**src/design/flos_consts.vh**
```
/*
 * Constants of the field and line output sequencer: register offsets,
 * field positions, reset values and sequencing counts.
 * Assumes inclusion by bare name from the design file; definitions only.
 */
// Overview of operation
// Line strobe rising edge clocks, switches outputs
// Strobe high strong drive, low weak
// Sample field level at each strobe rise
// Fix order 4th/3rd rise after field edge
// Repeat order every 12 or 6 pulses
// Controller: field high first, low second
// Controller: some modes pulse field low per line
// Single rate: first field positive, second negative
// Single rate: two units alternate sample/output
// Double rate: two samples, output per half
// Inversion select low per field, high per line
// Shift bit one samples, zero holds
// Rate select low single, high double
// Selects are static, sampled continuously
`ifndef FLOS_CONSTS_VH
`define FLOS_CONSTS_VH

// Register byte offsets
`define FLOS_OFF_CTRL 12'h000
`define FLOS_OFF_STATUS 12'h004
`define FLOS_OFF_PHASE 12'h008
`define FLOS_OFF_LINE_LEN 12'h00C

// Control register fields
`define FLOS_CTRL_ENABLE 0
`define FLOS_CTRL_FORCE_WEAK 1
`define FLOS_CTRL_RESET_VAL 32'h0000_0001

// Status register fields
`define FLOS_ST_FIELD_FIRST 0
`define FLOS_ST_ORDER_FIXED 1
`define FLOS_ST_POL_NEG 2
`define FLOS_ST_RATE_DOUBLE 3
`define FLOS_ST_INV_LINE 4
`define FLOS_ST_SEQ_A 5
`define FLOS_ST_SEQ_B 6
`define FLOS_ST_PENDING 7

// Sequencing counts
`define FLOS_FIX_DOUBLE 4'h4
`define FLOS_FIX_SINGLE 4'h3
`define FLOS_PERIOD_DOUBLE 4'hC
`define FLOS_PERIOD_SINGLE 4'h6

// Sample and hold unit codes
`define FLOS_UNIT_A 2'h0
`define FLOS_UNIT_B 2'h1
`define FLOS_UNIT_C 2'h2
`define FLOS_UNIT_D 2'h3

`endif

```
**src/design/flos_sequencer.v**
```verilog
/*
 * Field and line output sequencer of a column driver: tracks the field,
 * fixes and repeats the output order, picks sample and hold units,
 * sets polarity and buffer drive, and runs the sampling shift register.
 * Assumes all pins synchronous to clk and an APB master for registers.
 */
`timescale 1ns/1ps
`include "flos_consts.vh"

module flos_sequencer #(
    parameter NUM_OUT = 120,
    parameter LEN_W = 16
) (
    input wire clk,
    input wire srst,
    // APB slave
    input wire psel,
    input wire penable,
    input wire pwrite,
    input wire [11:0] paddr,
    input wire [31:0] pwdata,
    output reg [31:0] prdata,
    output wire pready,
    output wire pslverr,
    // Timing controller strobes and static selects
    input wire line_strobe,
    input wire field_ident,
    input wire rate_select,
    input wire inv_select,
    input wire colour_seq_select_a,
    input wire colour_seq_select_b,
    // Sampling shift register
    input wire shift_step,
    input wire shift_right,
    input wire chain_port_left_in,
    output reg chain_port_left_out,
    output reg chain_port_left_oe,
    input wire chain_port_right_in,
    output reg chain_port_right_out,
    output reg chain_port_right_oe,
    output reg [NUM_OUT-1:0] sample_state,
    // Output matrix
    output reg [1:0] out_unit,
    output reg [1:0] sample_unit,
    output reg polarity_neg,
    output reg drive_strong,
    output reg field_first,
    output reg order_fixed
);

    // Software control
    reg enable;
    reg force_weak;
    // Edge detection history
    reg line_q;
    reg field_q;
    // Static selects, sampled every cycle
    reg rate_double;
    reg inv_line;
    reg seq_a;
    reg seq_b;
    // Countdown to order fix, zero when idle
    reg [3:0] fix_count;
    // Position within repeating order
    reg [3:0] phase;
    // Line length measure for half-line split
    reg [LEN_W-1:0] len_count;
    reg [LEN_W-1:0] len_last;
    reg second_half;
    // Line parity for per-line inversion
    reg line_odd;
    // Control register reset image, read bit by bit
    localparam [31:0] CTRL_RESET = `FLOS_CTRL_RESET_VAL;

    wire line_rise;
    wire field_edge;
    wire [3:0] fix_target;
    wire [3:0] period;
    wire setup_phase;
    wire access_write;
    wire half_point; // Mid-line switch point in double rate

    assign line_rise = line_strobe & ~line_q;
    assign field_edge = field_ident ^ field_q;
    assign fix_target = rate_double ? `FLOS_FIX_DOUBLE : `FLOS_FIX_SINGLE;
    assign period = rate_double ? `FLOS_PERIOD_DOUBLE : `FLOS_PERIOD_SINGLE;
    assign setup_phase = psel & ~penable;
    assign access_write = psel & penable & pwrite;
    // Same cycle that raises second_half, so units switch with it
    assign half_point = rate_double & ~second_half & (len_count == (len_last >> 1));

    // Zero wait states; error on unmapped address
    assign pready = 1'b1;
    assign pslverr = psel & penable & ~addr_mapped(paddr);

    // Decode of the register window
    function addr_mapped;
        input [11:0] a;
        begin
            if (a == `FLOS_OFF_CTRL) begin
                addr_mapped = 1'b1;
            end else if (a == `FLOS_OFF_STATUS) begin
                addr_mapped = 1'b1;
            end else if (a == `FLOS_OFF_PHASE) begin
                addr_mapped = 1'b1;
            end else if (a == `FLOS_OFF_LINE_LEN) begin
                addr_mapped = 1'b1;
            end else begin
                addr_mapped = 1'b0;
            end
        end
    endfunction

    // Register writes take effect in the access phase
    always @(posedge clk) begin
        if (srst) begin
            enable <= CTRL_RESET[`FLOS_CTRL_ENABLE];
            force_weak <= CTRL_RESET[`FLOS_CTRL_FORCE_WEAK];
        end else if (access_write && paddr == `FLOS_OFF_CTRL) begin
            enable <= pwdata[`FLOS_CTRL_ENABLE];
            force_weak <= pwdata[`FLOS_CTRL_FORCE_WEAK];
        end
    end

    // Read data captured in the setup phase, stable through access
    always @(posedge clk) begin
        if (srst) begin
            prdata <= 32'h0000_0000;
        end else if (setup_phase && !pwrite) begin
            if (paddr == `FLOS_OFF_CTRL) begin
                prdata <= {30'h0000_0000, force_weak, enable};
            end else if (paddr == `FLOS_OFF_STATUS) begin
                prdata <= {24'h0000_00, (fix_count != 4'h0), seq_b, seq_a, inv_line,
                           rate_double, polarity_neg, order_fixed, field_first};
            end else if (paddr == `FLOS_OFF_PHASE) begin
                prdata <= {26'h000_0000, line_odd, second_half, phase};
            end else if (paddr == `FLOS_OFF_LINE_LEN) begin
                prdata <= {{(32-LEN_W){1'b0}}, len_last};
            end else begin
                prdata <= 32'h0000_0000;
            end
        end
    end

    // Static selects and strobe history
    always @(posedge clk) begin
        if (srst) begin
            line_q <= 1'b0;
            // Track the pin so release brings no false field edge
            field_q <= field_ident;
            rate_double <= 1'b0;
            inv_line <= 1'b0;
            seq_a <= 1'b0;
            seq_b <= 1'b0;
        end else begin
            line_q <= line_strobe;
            field_q <= field_ident;
            rate_double <= rate_select;
            inv_line <= inv_select;
            seq_a <= colour_seq_select_a;
            seq_b <= colour_seq_select_b;
        end
    end

    // Buffer drive follows the strobe level unless forced weak
    always @(posedge clk) begin
        if (srst) begin
            drive_strong <= 1'b0;
        end else begin
            drive_strong <= line_strobe & ~force_weak;
        end
    end

    // Field capture, order fixing and repetition on strobe rises
    always @(posedge clk) begin
        if (srst) begin
            field_first <= 1'b0;
            fix_count <= 4'h0;
            phase <= 4'h0;
            order_fixed <= 1'b0;
            line_odd <= 1'b0;
        end else begin
            order_fixed <= 1'b0;
            if (field_edge && !line_rise) begin
                // Edge restarts the count toward the fix
                fix_count <= fix_target;
            end else if (field_edge && line_rise) begin
                // Coincident rise already counts as the first
                fix_count <= fix_target - 4'h1;
            end
            if (line_rise && enable) begin
                field_first <= field_ident;
                line_odd <= ~line_odd;
                if (fix_count == 4'h1 && !field_edge) begin
                    // Order fixed: restart the sequence here
                    fix_count <= 4'h0;
                    phase <= 4'h0;
                    order_fixed <= 1'b1;
                end else begin
                    if (fix_count != 4'h0 && !field_edge) begin
                        fix_count <= fix_count - 4'h1;
                    end
                    if (phase >= period - 4'h1) begin
                        phase <= 4'h0;
                    end else begin
                        phase <= phase + 4'h1;
                    end
                end
            end
        end
    end

    // Line length measure and half-line point
    always @(posedge clk) begin
        if (srst) begin
            len_count <= {LEN_W{1'b0}};
            len_last <= {LEN_W{1'b0}};
            second_half <= 1'b0;
        end else if (line_rise) begin
            len_last <= len_count;
            len_count <= {LEN_W{1'b0}};
            second_half <= 1'b0;
        end else begin
            if (len_count != {LEN_W{1'b1}}) begin
                len_count <= len_count + {{(LEN_W-1){1'b0}}, 1'b1};
            end
            if (rate_double && len_count == (len_last >> 1)) begin
                second_half <= 1'b1;
            end
        end
    end

    // Unit selection and polarity, switched on the strobe rise; in double rate units also switch at mid line
    always @(posedge clk) begin
        if (srst) begin
            out_unit <= `FLOS_UNIT_A;
            sample_unit <= `FLOS_UNIT_D;
            polarity_neg <= 1'b0;
        end else if (enable) begin
            if (!rate_double) begin
                if (line_rise) begin
                    // A and D swap sampling and output each line
                    out_unit <= phase[0] ? `FLOS_UNIT_A : `FLOS_UNIT_D;
                    sample_unit <= phase[0] ? `FLOS_UNIT_D : `FLOS_UNIT_A;
                end
            end else begin
                if (line_rise) begin
                    // Pair A,B and pair C,D swap each line; first of pair out
                    out_unit <= phase[0] ? `FLOS_UNIT_A : `FLOS_UNIT_C;
                    sample_unit <= phase[0] ? `FLOS_UNIT_C : `FLOS_UNIT_A;
                end else if (half_point) begin
                    // Second half of line drives the other of the pair
                    out_unit <= {out_unit[1], 1'b1};
                    sample_unit <= {sample_unit[1], 1'b1};
                end
            end
            if (line_rise) begin
                // Per field: field level alone; per line: also line parity
                polarity_neg <= inv_line ? (~field_ident ^ line_odd)
                                         : ~field_ident;
            end
        end
    end

    // Sampling shift register, direction picks the chain input
    always @(posedge clk) begin
        if (srst) begin
            sample_state <= {NUM_OUT{1'b0}};
            chain_port_left_out <= 1'b0;
            chain_port_right_out <= 1'b0;
            chain_port_left_oe <= 1'b0;
            chain_port_right_oe <= 1'b0;
        end else begin
            chain_port_left_oe <= ~shift_right;
            chain_port_right_oe <= shift_right;
            if (shift_step) begin
                if (shift_right) begin
                    sample_state <= {sample_state[NUM_OUT-2:0], chain_port_left_in};
                    chain_port_right_out <= sample_state[NUM_OUT-1];
                end else begin
                    sample_state <= {chain_port_right_in, sample_state[NUM_OUT-1:1]};
                    chain_port_left_out <= sample_state[0];
                end
            end
        end
    end

endmodule

```
**config.mk**
```make
export PLATFORM = sky130hd
export DESIGN_NAME = flos_sequencer
export DESIGN_NICKNAME = d
export VERILOG_FILES = /design/src/design/flos_sequencer.v
export VERILOG_INCLUDE_DIRS = /design/src /design/src/design
export SDC_FILE = /design/constraint.sdc
export NUM_CORES = 1
export LEC_CHECK = 0
export BUFFER_PORTS_ARGS = -buffer_cell sky130_fd_sc_hd__buf_4
export CORE_ASPECT_RATIO = 0.75
export CORE_MARGIN = 2
export CORE_UTILIZATION = 25
export DETAILED_ROUTE_END_ITERATION = 16
export PLACE_DENSITY = 0.51
export RECOVER_POWER = 25
export SETUP_SLACK_MARGIN = 0.2
export SLEW_MARGIN = 10
export SYNTH_ARGS = -nofsm -noshare
export SYNTH_HDL_FRONTEND = slang
export SYNTH_SLANG_ARGS = --single-unit
export TNS_END_PERCENT = 10
```
**constraint.sdc**
```tcl
create_clock -name clk -period 1.7 [get_ports clk]
set_input_delay 0.17 -clock clk [delete_from_list [all_inputs] [get_ports clk]]
set_output_delay 0.17 -clock clk [all_outputs]
set_load 0.02 [all_outputs]
```
**Yosys cells after proc, flatten, opt, wreduce, memory -nomap -nowiden**

Cells that the tools add are included.

- Register bits after elaboration: 214
- Input port bits: 59
- Output and inout bits: 166
- Word-level logic and storage cells: 111

- Add/subtract/negate cells: 5
- $lt $le $gt $ge: 1
- Equal/unequal tests: 6
- Multiplexer cells: 31
- Bitwise operators: 19
- Reduce and logical (&&, ||, !) cells: 21

Operators with widths:

| cell | count |
|---|---|
| 120-bit two-way mux | 1 |
| 16-bit two-way mux | 4 |
| 4-bit two-way mux | 8 |
| 12-bit by 4-bit == test with 1-bit output, second input constant | 2 |
| 2-bit two-way mux | 10 |
| 16-bit by 1-bit adder with 16-bit output, second input constant | 1 |
| 16-bit by 15-bit == test with 1-bit output | 1 |
| 16-bit != test, second input constant | 1 |
| 12-bit by 3-bit == test with 1-bit output, second input constant | 1 |
| 12-bit logical NOT | 1 |
| 1-bit NOT | 9 |
| 1-bit bitwise AND | 8 |
| 1-bit logical AND | 8 |
| 4-bit by 1-bit subtractor with 4-bit output, second input constant | 2 |
| 1-bit two-way mux | 7 |
| 2-bit AND reduction | 3 |
| 4-bit by 1-bit adder with 4-bit output, second input constant | 1 |
| 4-bit by 1-bit == test with 1-bit output, second input constant | 1 |
| 4-bit greater-or-equal comparator | 1 |
| 2-bit nonzero test | 2 |
| 4-bit nonzero test | 1 |
| 2-bit OR reduction | 2 |
| 3-bit by 1-bit subtractor with 4-bit output, second input constant | 1 |
| 1-bit logical NOT | 3 |
| 3 further kinds | 4 |

**Depth between registers and ports, before layout**

- Word-level depth: 8
- Mapped depth: 7
- Mapped depth without buffers: 6

**Worst setup path before layout**

Ideal clock, no wire load.

- Path kind: register to register
- Start point: register len_count[0]
- End point: register len_count[0]
- Library setup time: 115 ps
- Arrival time: 1597 ps
- Required time: 1585 ps
- Slack: -11 ps
- Cell stages (with the launch flop): 6
- Buffers on the path: 0
- Clock period less this slack: 1711 ps
- Path through: dfxtp_1 > ha_1 > nand4_1 > or4_1 > xnor2_1 > nor2_1

- Longest elaborated chain between the ends: 1
- Elaborated cells between the ends (all ways): 2
- Classes of those cells: 1 x add/sub; 1 x eq/ne

RTL lines:

| item | RTL line | source |
|---|---|---|
| start, declared | flos_sequencer.v:67 | `reg [LEN_W-1:0] len_count;` |
| start signal, assigned | flos_sequencer.v:216 | `len_count <= {LEN_W{1'b0}};` |
| start signal, assigned | flos_sequencer.v:221 | `len_count <= {LEN_W{1'b0}};` |
| start signal, assigned | flos_sequencer.v:225 | `len_count <= len_count + {{(LEN_W-1){1'b0}}, 1'b1};` |
| 16-bit by 1-bit adder with 16-bit output or 16-bit != test (tied branches) | flos_sequencer.v:225, flos_sequencer.v:224 |  |

Several ways; a longest one is shown, not always the timed one.
A chain may end at the register's enable or synchronous reset.

**Worst setup path in the final report**

- Start point: register len_count[0]
- End point: register len_count[7]

The elaborated chain is that of the path after synthesis.

==> key figures <==
Timing
  • Tcrit/Tclk final: 91.46%
  • Final setup skew: 0.008549 ns
  • Final setup fails: 0
  • Final WS setup: 0.1451 ns
  • F_max: 0.6431 GHz
  • Fin crit period: 1.555 ns
  • Worst slew margin relative to its limit: 20.44%
  • Max Transition Viols Final: 0
  • Endpoints failing hold: 0
  • Unrepaired setup endpoints after global routing: yes
  • Setup TNS: 0 ns
  • Tightest Pin Transition: 1.193 ns

Worst hold path
  • Hold path endpoint: sample_state[119]
  • Worst min-delay path startpoint: chain_port_right_in
  • Hold path depth: 3
  • Worst hold path type: in -> reg

Global routing
  • Maximum number of pins on one net before global-route repair: 85
  • Vias in the first global route: 6943
  • Tot GR Track Use: 12.92%
  • Initial antenna violation count: 0
  • GR Overflow Total: 0
  • First-pass GRT wire length: 38910 um

Setup path
  • R2R depth: 6
  • CP max FO: 7
  • Worst Setup End Kind: flop
  • Crit path required time: 2.08 ns
  • CP max-delay cell: or4_4
  • R2r setup slk: 0.15 ns
  • CP top delay family: simple AND/OR/NAND/NOR gates
  • WP buf/inv: 1
  • Reg-to-Reg End: len_count[7]
  • Reg-to-reg critical path startpoint: len_count[0]
  • Largest stage delay, worst path: 0.42 ns
  • CP Class: reg -> reg
  • CP arrival: 1.94 ns
  • CP cell instances: ha_4 -> nand4_1 -> nor4_2 -> buf_4 -> or4_4 -> a21oi_2
  • CP startpoint kind: flop

Synthesis
  • Mapped Area: 8955 um2
  • Sequential area share after synthesis: 44.26%
  • Post-Syn Instances: 965
  • Synth Register Bits: 198
  • Syn_area_per_cell: 9.280 um2
  • Asr flop ratio synth: 0%
  • Yosys warning total: 0
  • Number of flops mapped to enable cells by yosys: 0
  • Netlist cell types: 59
  • Synth Flop Type: dfxtp_1

Floorplan
  • Core area: 34990 um2
  • Die H: 167.9 um
  • Initial core utilization: 25.59%
  • Die Wd: 222.5 um
  • Die area: 37370 um2
  • IO Pins: 225
  • Row count: 59

Place
  • Number of port buffers: 177
  • GP Congestion: 0.7549
  • Worst slack, placed: 0.02536 ns
  • Post-DP HPWL: 16640 um

Pwr
  • P_leak: 4.790 nW
  • Peak supply drop: 467.8 uV
  • Pwr dens: 941.6 nW/um2

Drt
  • Drt initial violations: 389
  • DRC Markers: 0
  • Detailed Routing Iterations Pass 1: 4
  • Post-route ant nets: 0
  • WL final: 24440 um
  • DR vias/cell: 4.654
  • Via count: 7498
  • WL/cell: 15.17 um

Clock network
  • Worst-Skew Late Latency: 0.45 ns
  • Root buffer cell: clkbuf_16
  • CTS Buf Count: 17
  • Number of H-tree levels: 4
  • CTS clock-pin slew for the worst setup and hold paths: 0.07 ns
  • CTS tree: done
  • Clock sinks: 198
  • Clock tree buffer depth: 2

Finish
  • Layout Nets: 1207
  • Area growth syn-to-layout: 31.10%
  • N_diodes: 0
  • Share of post-route cells with drive strength above 1: 26.86%

Job
  • Max Cap Violations: 0

Status
  • Status: completed
## cells in the mapped netlist (2+ instances only)
cell | number | area (um2)
a22o_1 | 12 | 105.1
a31oi_1 | 4 | 25.02
clkbuf_1 | 45 | 168.9
nand3b_1 | 2 | 15.01
nand3_1 | 16 | 80.08
nor2_1 | 141 | 529.3
a211oi_1 | 121 | 908.4
nand4_1 | 11 | 68.82
buf_4 | 18 | 135.1
and2_1 | 2 | 12.51
and4_1 | 3 | 26.28
mux2_2 | 5 | 56.30
ha_1 | 7 | 87.58
and3_1 | 2 | 12.51
a32oi_1 | 2 | 17.52
or4_1 | 4 | 30.03
nor4_1 | 6 | 37.54
xnor2_1 | 20 | 175.2
or3_1 | 5 | 31.28
o21ai_0 | 12 | 60.06
o31ai_1 | 2 | 15.01
mux2i_1 | 127 | 1271
a21oi_1 | 39 | 195.2
nor3_1 | 8 | 40.04
xor2_1 | 3 | 26.28
buf_1 | 10 | 37.54
nor2b_1 | 11 | 68.82
a2bb2oi_1 | 2 | 17.52
buf_2 | 19 | 95.09
o21a_1 | 3 | 22.52
clkbuf_8 | 2 | 27.53
conb_1 | 2 | 7.510
nand2_1 | 62 | 232.7
nand2b_1 | 2 | 12.51
o211ai_1 | 4 | 30.03
mux4_2 | 2 | 45.04
dfxtp_1 | 198 | 3964
buf_6 | 3 | 33.78
inv_1 | 8 | 30.03
## through the flow
stage	total power [mW]	hold WS (ns)	std cells	area [um2]	util, %
finish	11.05	0.06111	1611	11740	33.55
detailed placement	6.949	0.3324	1563	10900	31.15
global placement	6.929	0.3295	1563	10900	31.15
CTS	11.22	0.03214	1608	11670	33.35
floorplan	6.290	0.1977	980	9040	-
global route	11.61	0.07090	1611	11740	33.55
## timing repair
item                                    in CTS  in global routing
pin swaps                                    4                  5
endpoints found under the setup margin      21                 27
endpoints found under the hold margin       16                  0
hold buffers                                 9                  0
setup buffers                                4                  3
resized for setup                           19                 19
## metal layers
metal / up-vias / routed length (um) / GRT usage, %
met3: 15 / 1570 / 4.712
met1: 3511 / 12390 / 18.25
met4: 0 / 247 / 3.210
met2: 162 / 10230 / 18.49
met5: - / 0 / 0
li1: 3810 / - / -
## tightest hold or removal path: stages
cell and delay, ns:
buf_4 0.10, mux2i_1 0.11, a211oi_1 0.08
## cell type report
type	count	area [um2]
clock buffer	20	446.7
timing repair buffer	239	1887
multi-input combinational	677	4679
fill	3662	23250
clock inverter	12	143.9
sequential	198	3981
inverter	8	30.03
tap	457	571.8
## worst max-delay path by stage
stage | start | endpoint | slack [ns] | cells past startpoint
2_1_floorplan | len_count[0] | len_count[0] | 0.16 | 5
3_3_place_gp | len_count[0] | len_count[11] | 0.05 | 6
3_5_place_dp | len_count[0] | len_count[0] | 0.03 | 5
4_1_cts | phase[1] | phase[2] | 0.14 | 5
5_1_grt | fix_count[1] | fix_count[1] | 0.06 | 7
6_report | len_count[0] | len_count[7] | 0.15 | 6
## cell usage in the layout, fill, tap and decap left out, types with 4 or more instances in the layout
| cell type | count |
|---|---|
| or3_1 | 5 |
| a211oi_1 | 121 |
| clkbuf_1 | 5 |
| dfxtp_1 | 186 |
| buf_12 | 6 |
| ha_1 | 5 |
| dlygate4sd3_1 | 9 |
| clkinvlp_4 | 4 |
| nor2_1 | 141 |
| a21oi_1 | 36 |
| mux2_2 | 5 |
| buf_4 | 213 |
| nand4_1 | 11 |
| conb_1 | 17 |
| inv_1 | 6 |
| xnor2_2 | 4 |
| o21ai_0 | 12 |
| mux2i_1 | 127 |
| nand3_1 | 15 |
| a22o_1 | 12 |
| o211ai_1 | 4 |
| clkbuf_16 | 17 |
| nand2_1 | 62 |
| nor3_1 | 6 |
| xnor2_1 | 16 |
| dfxtp_2 | 11 |
| nor2b_1 | 11 |
## state kept, by name (all words and copies together) (netlist names), 2 cells and up
signal / flops
len_count: 16
sample_state: 120
prdata: 16
fix_count: 4
sample_unit: 2
out_unit: 2
phase: 4
len_last: 16
## cells by family (layout without fill, tap and decap cells)
| group | count (synthesis) | count (layout) | synth area share, % |
|---|---|---|---|
| other cells | 2 | 17 | 0.08387 |
| fa+ha+maj | 7 | 7 | 0.9780 |
| mux | 134 | 134 | 15.33 |
| compound gates | 208 | 208 | 16.29 |
| simple gates | 288 | 288 | 14.91 |
| flops | 198 | 198 | 44.26 |
| buf+inv | 105 | 279 | 5.896 |
| xor+xnor | 23 | 23 | 2.250 |
## power by group
part	switching, mW	internal [mW]	leakage, nW	total, mW
combinational	0.969	0.763	2.88	1.73
sequential	0.273	4.88	1.63	5.15
clock	1.94	2.24	0.277	4.17
No activity file was read; power rests on OpenSTA's default activity.
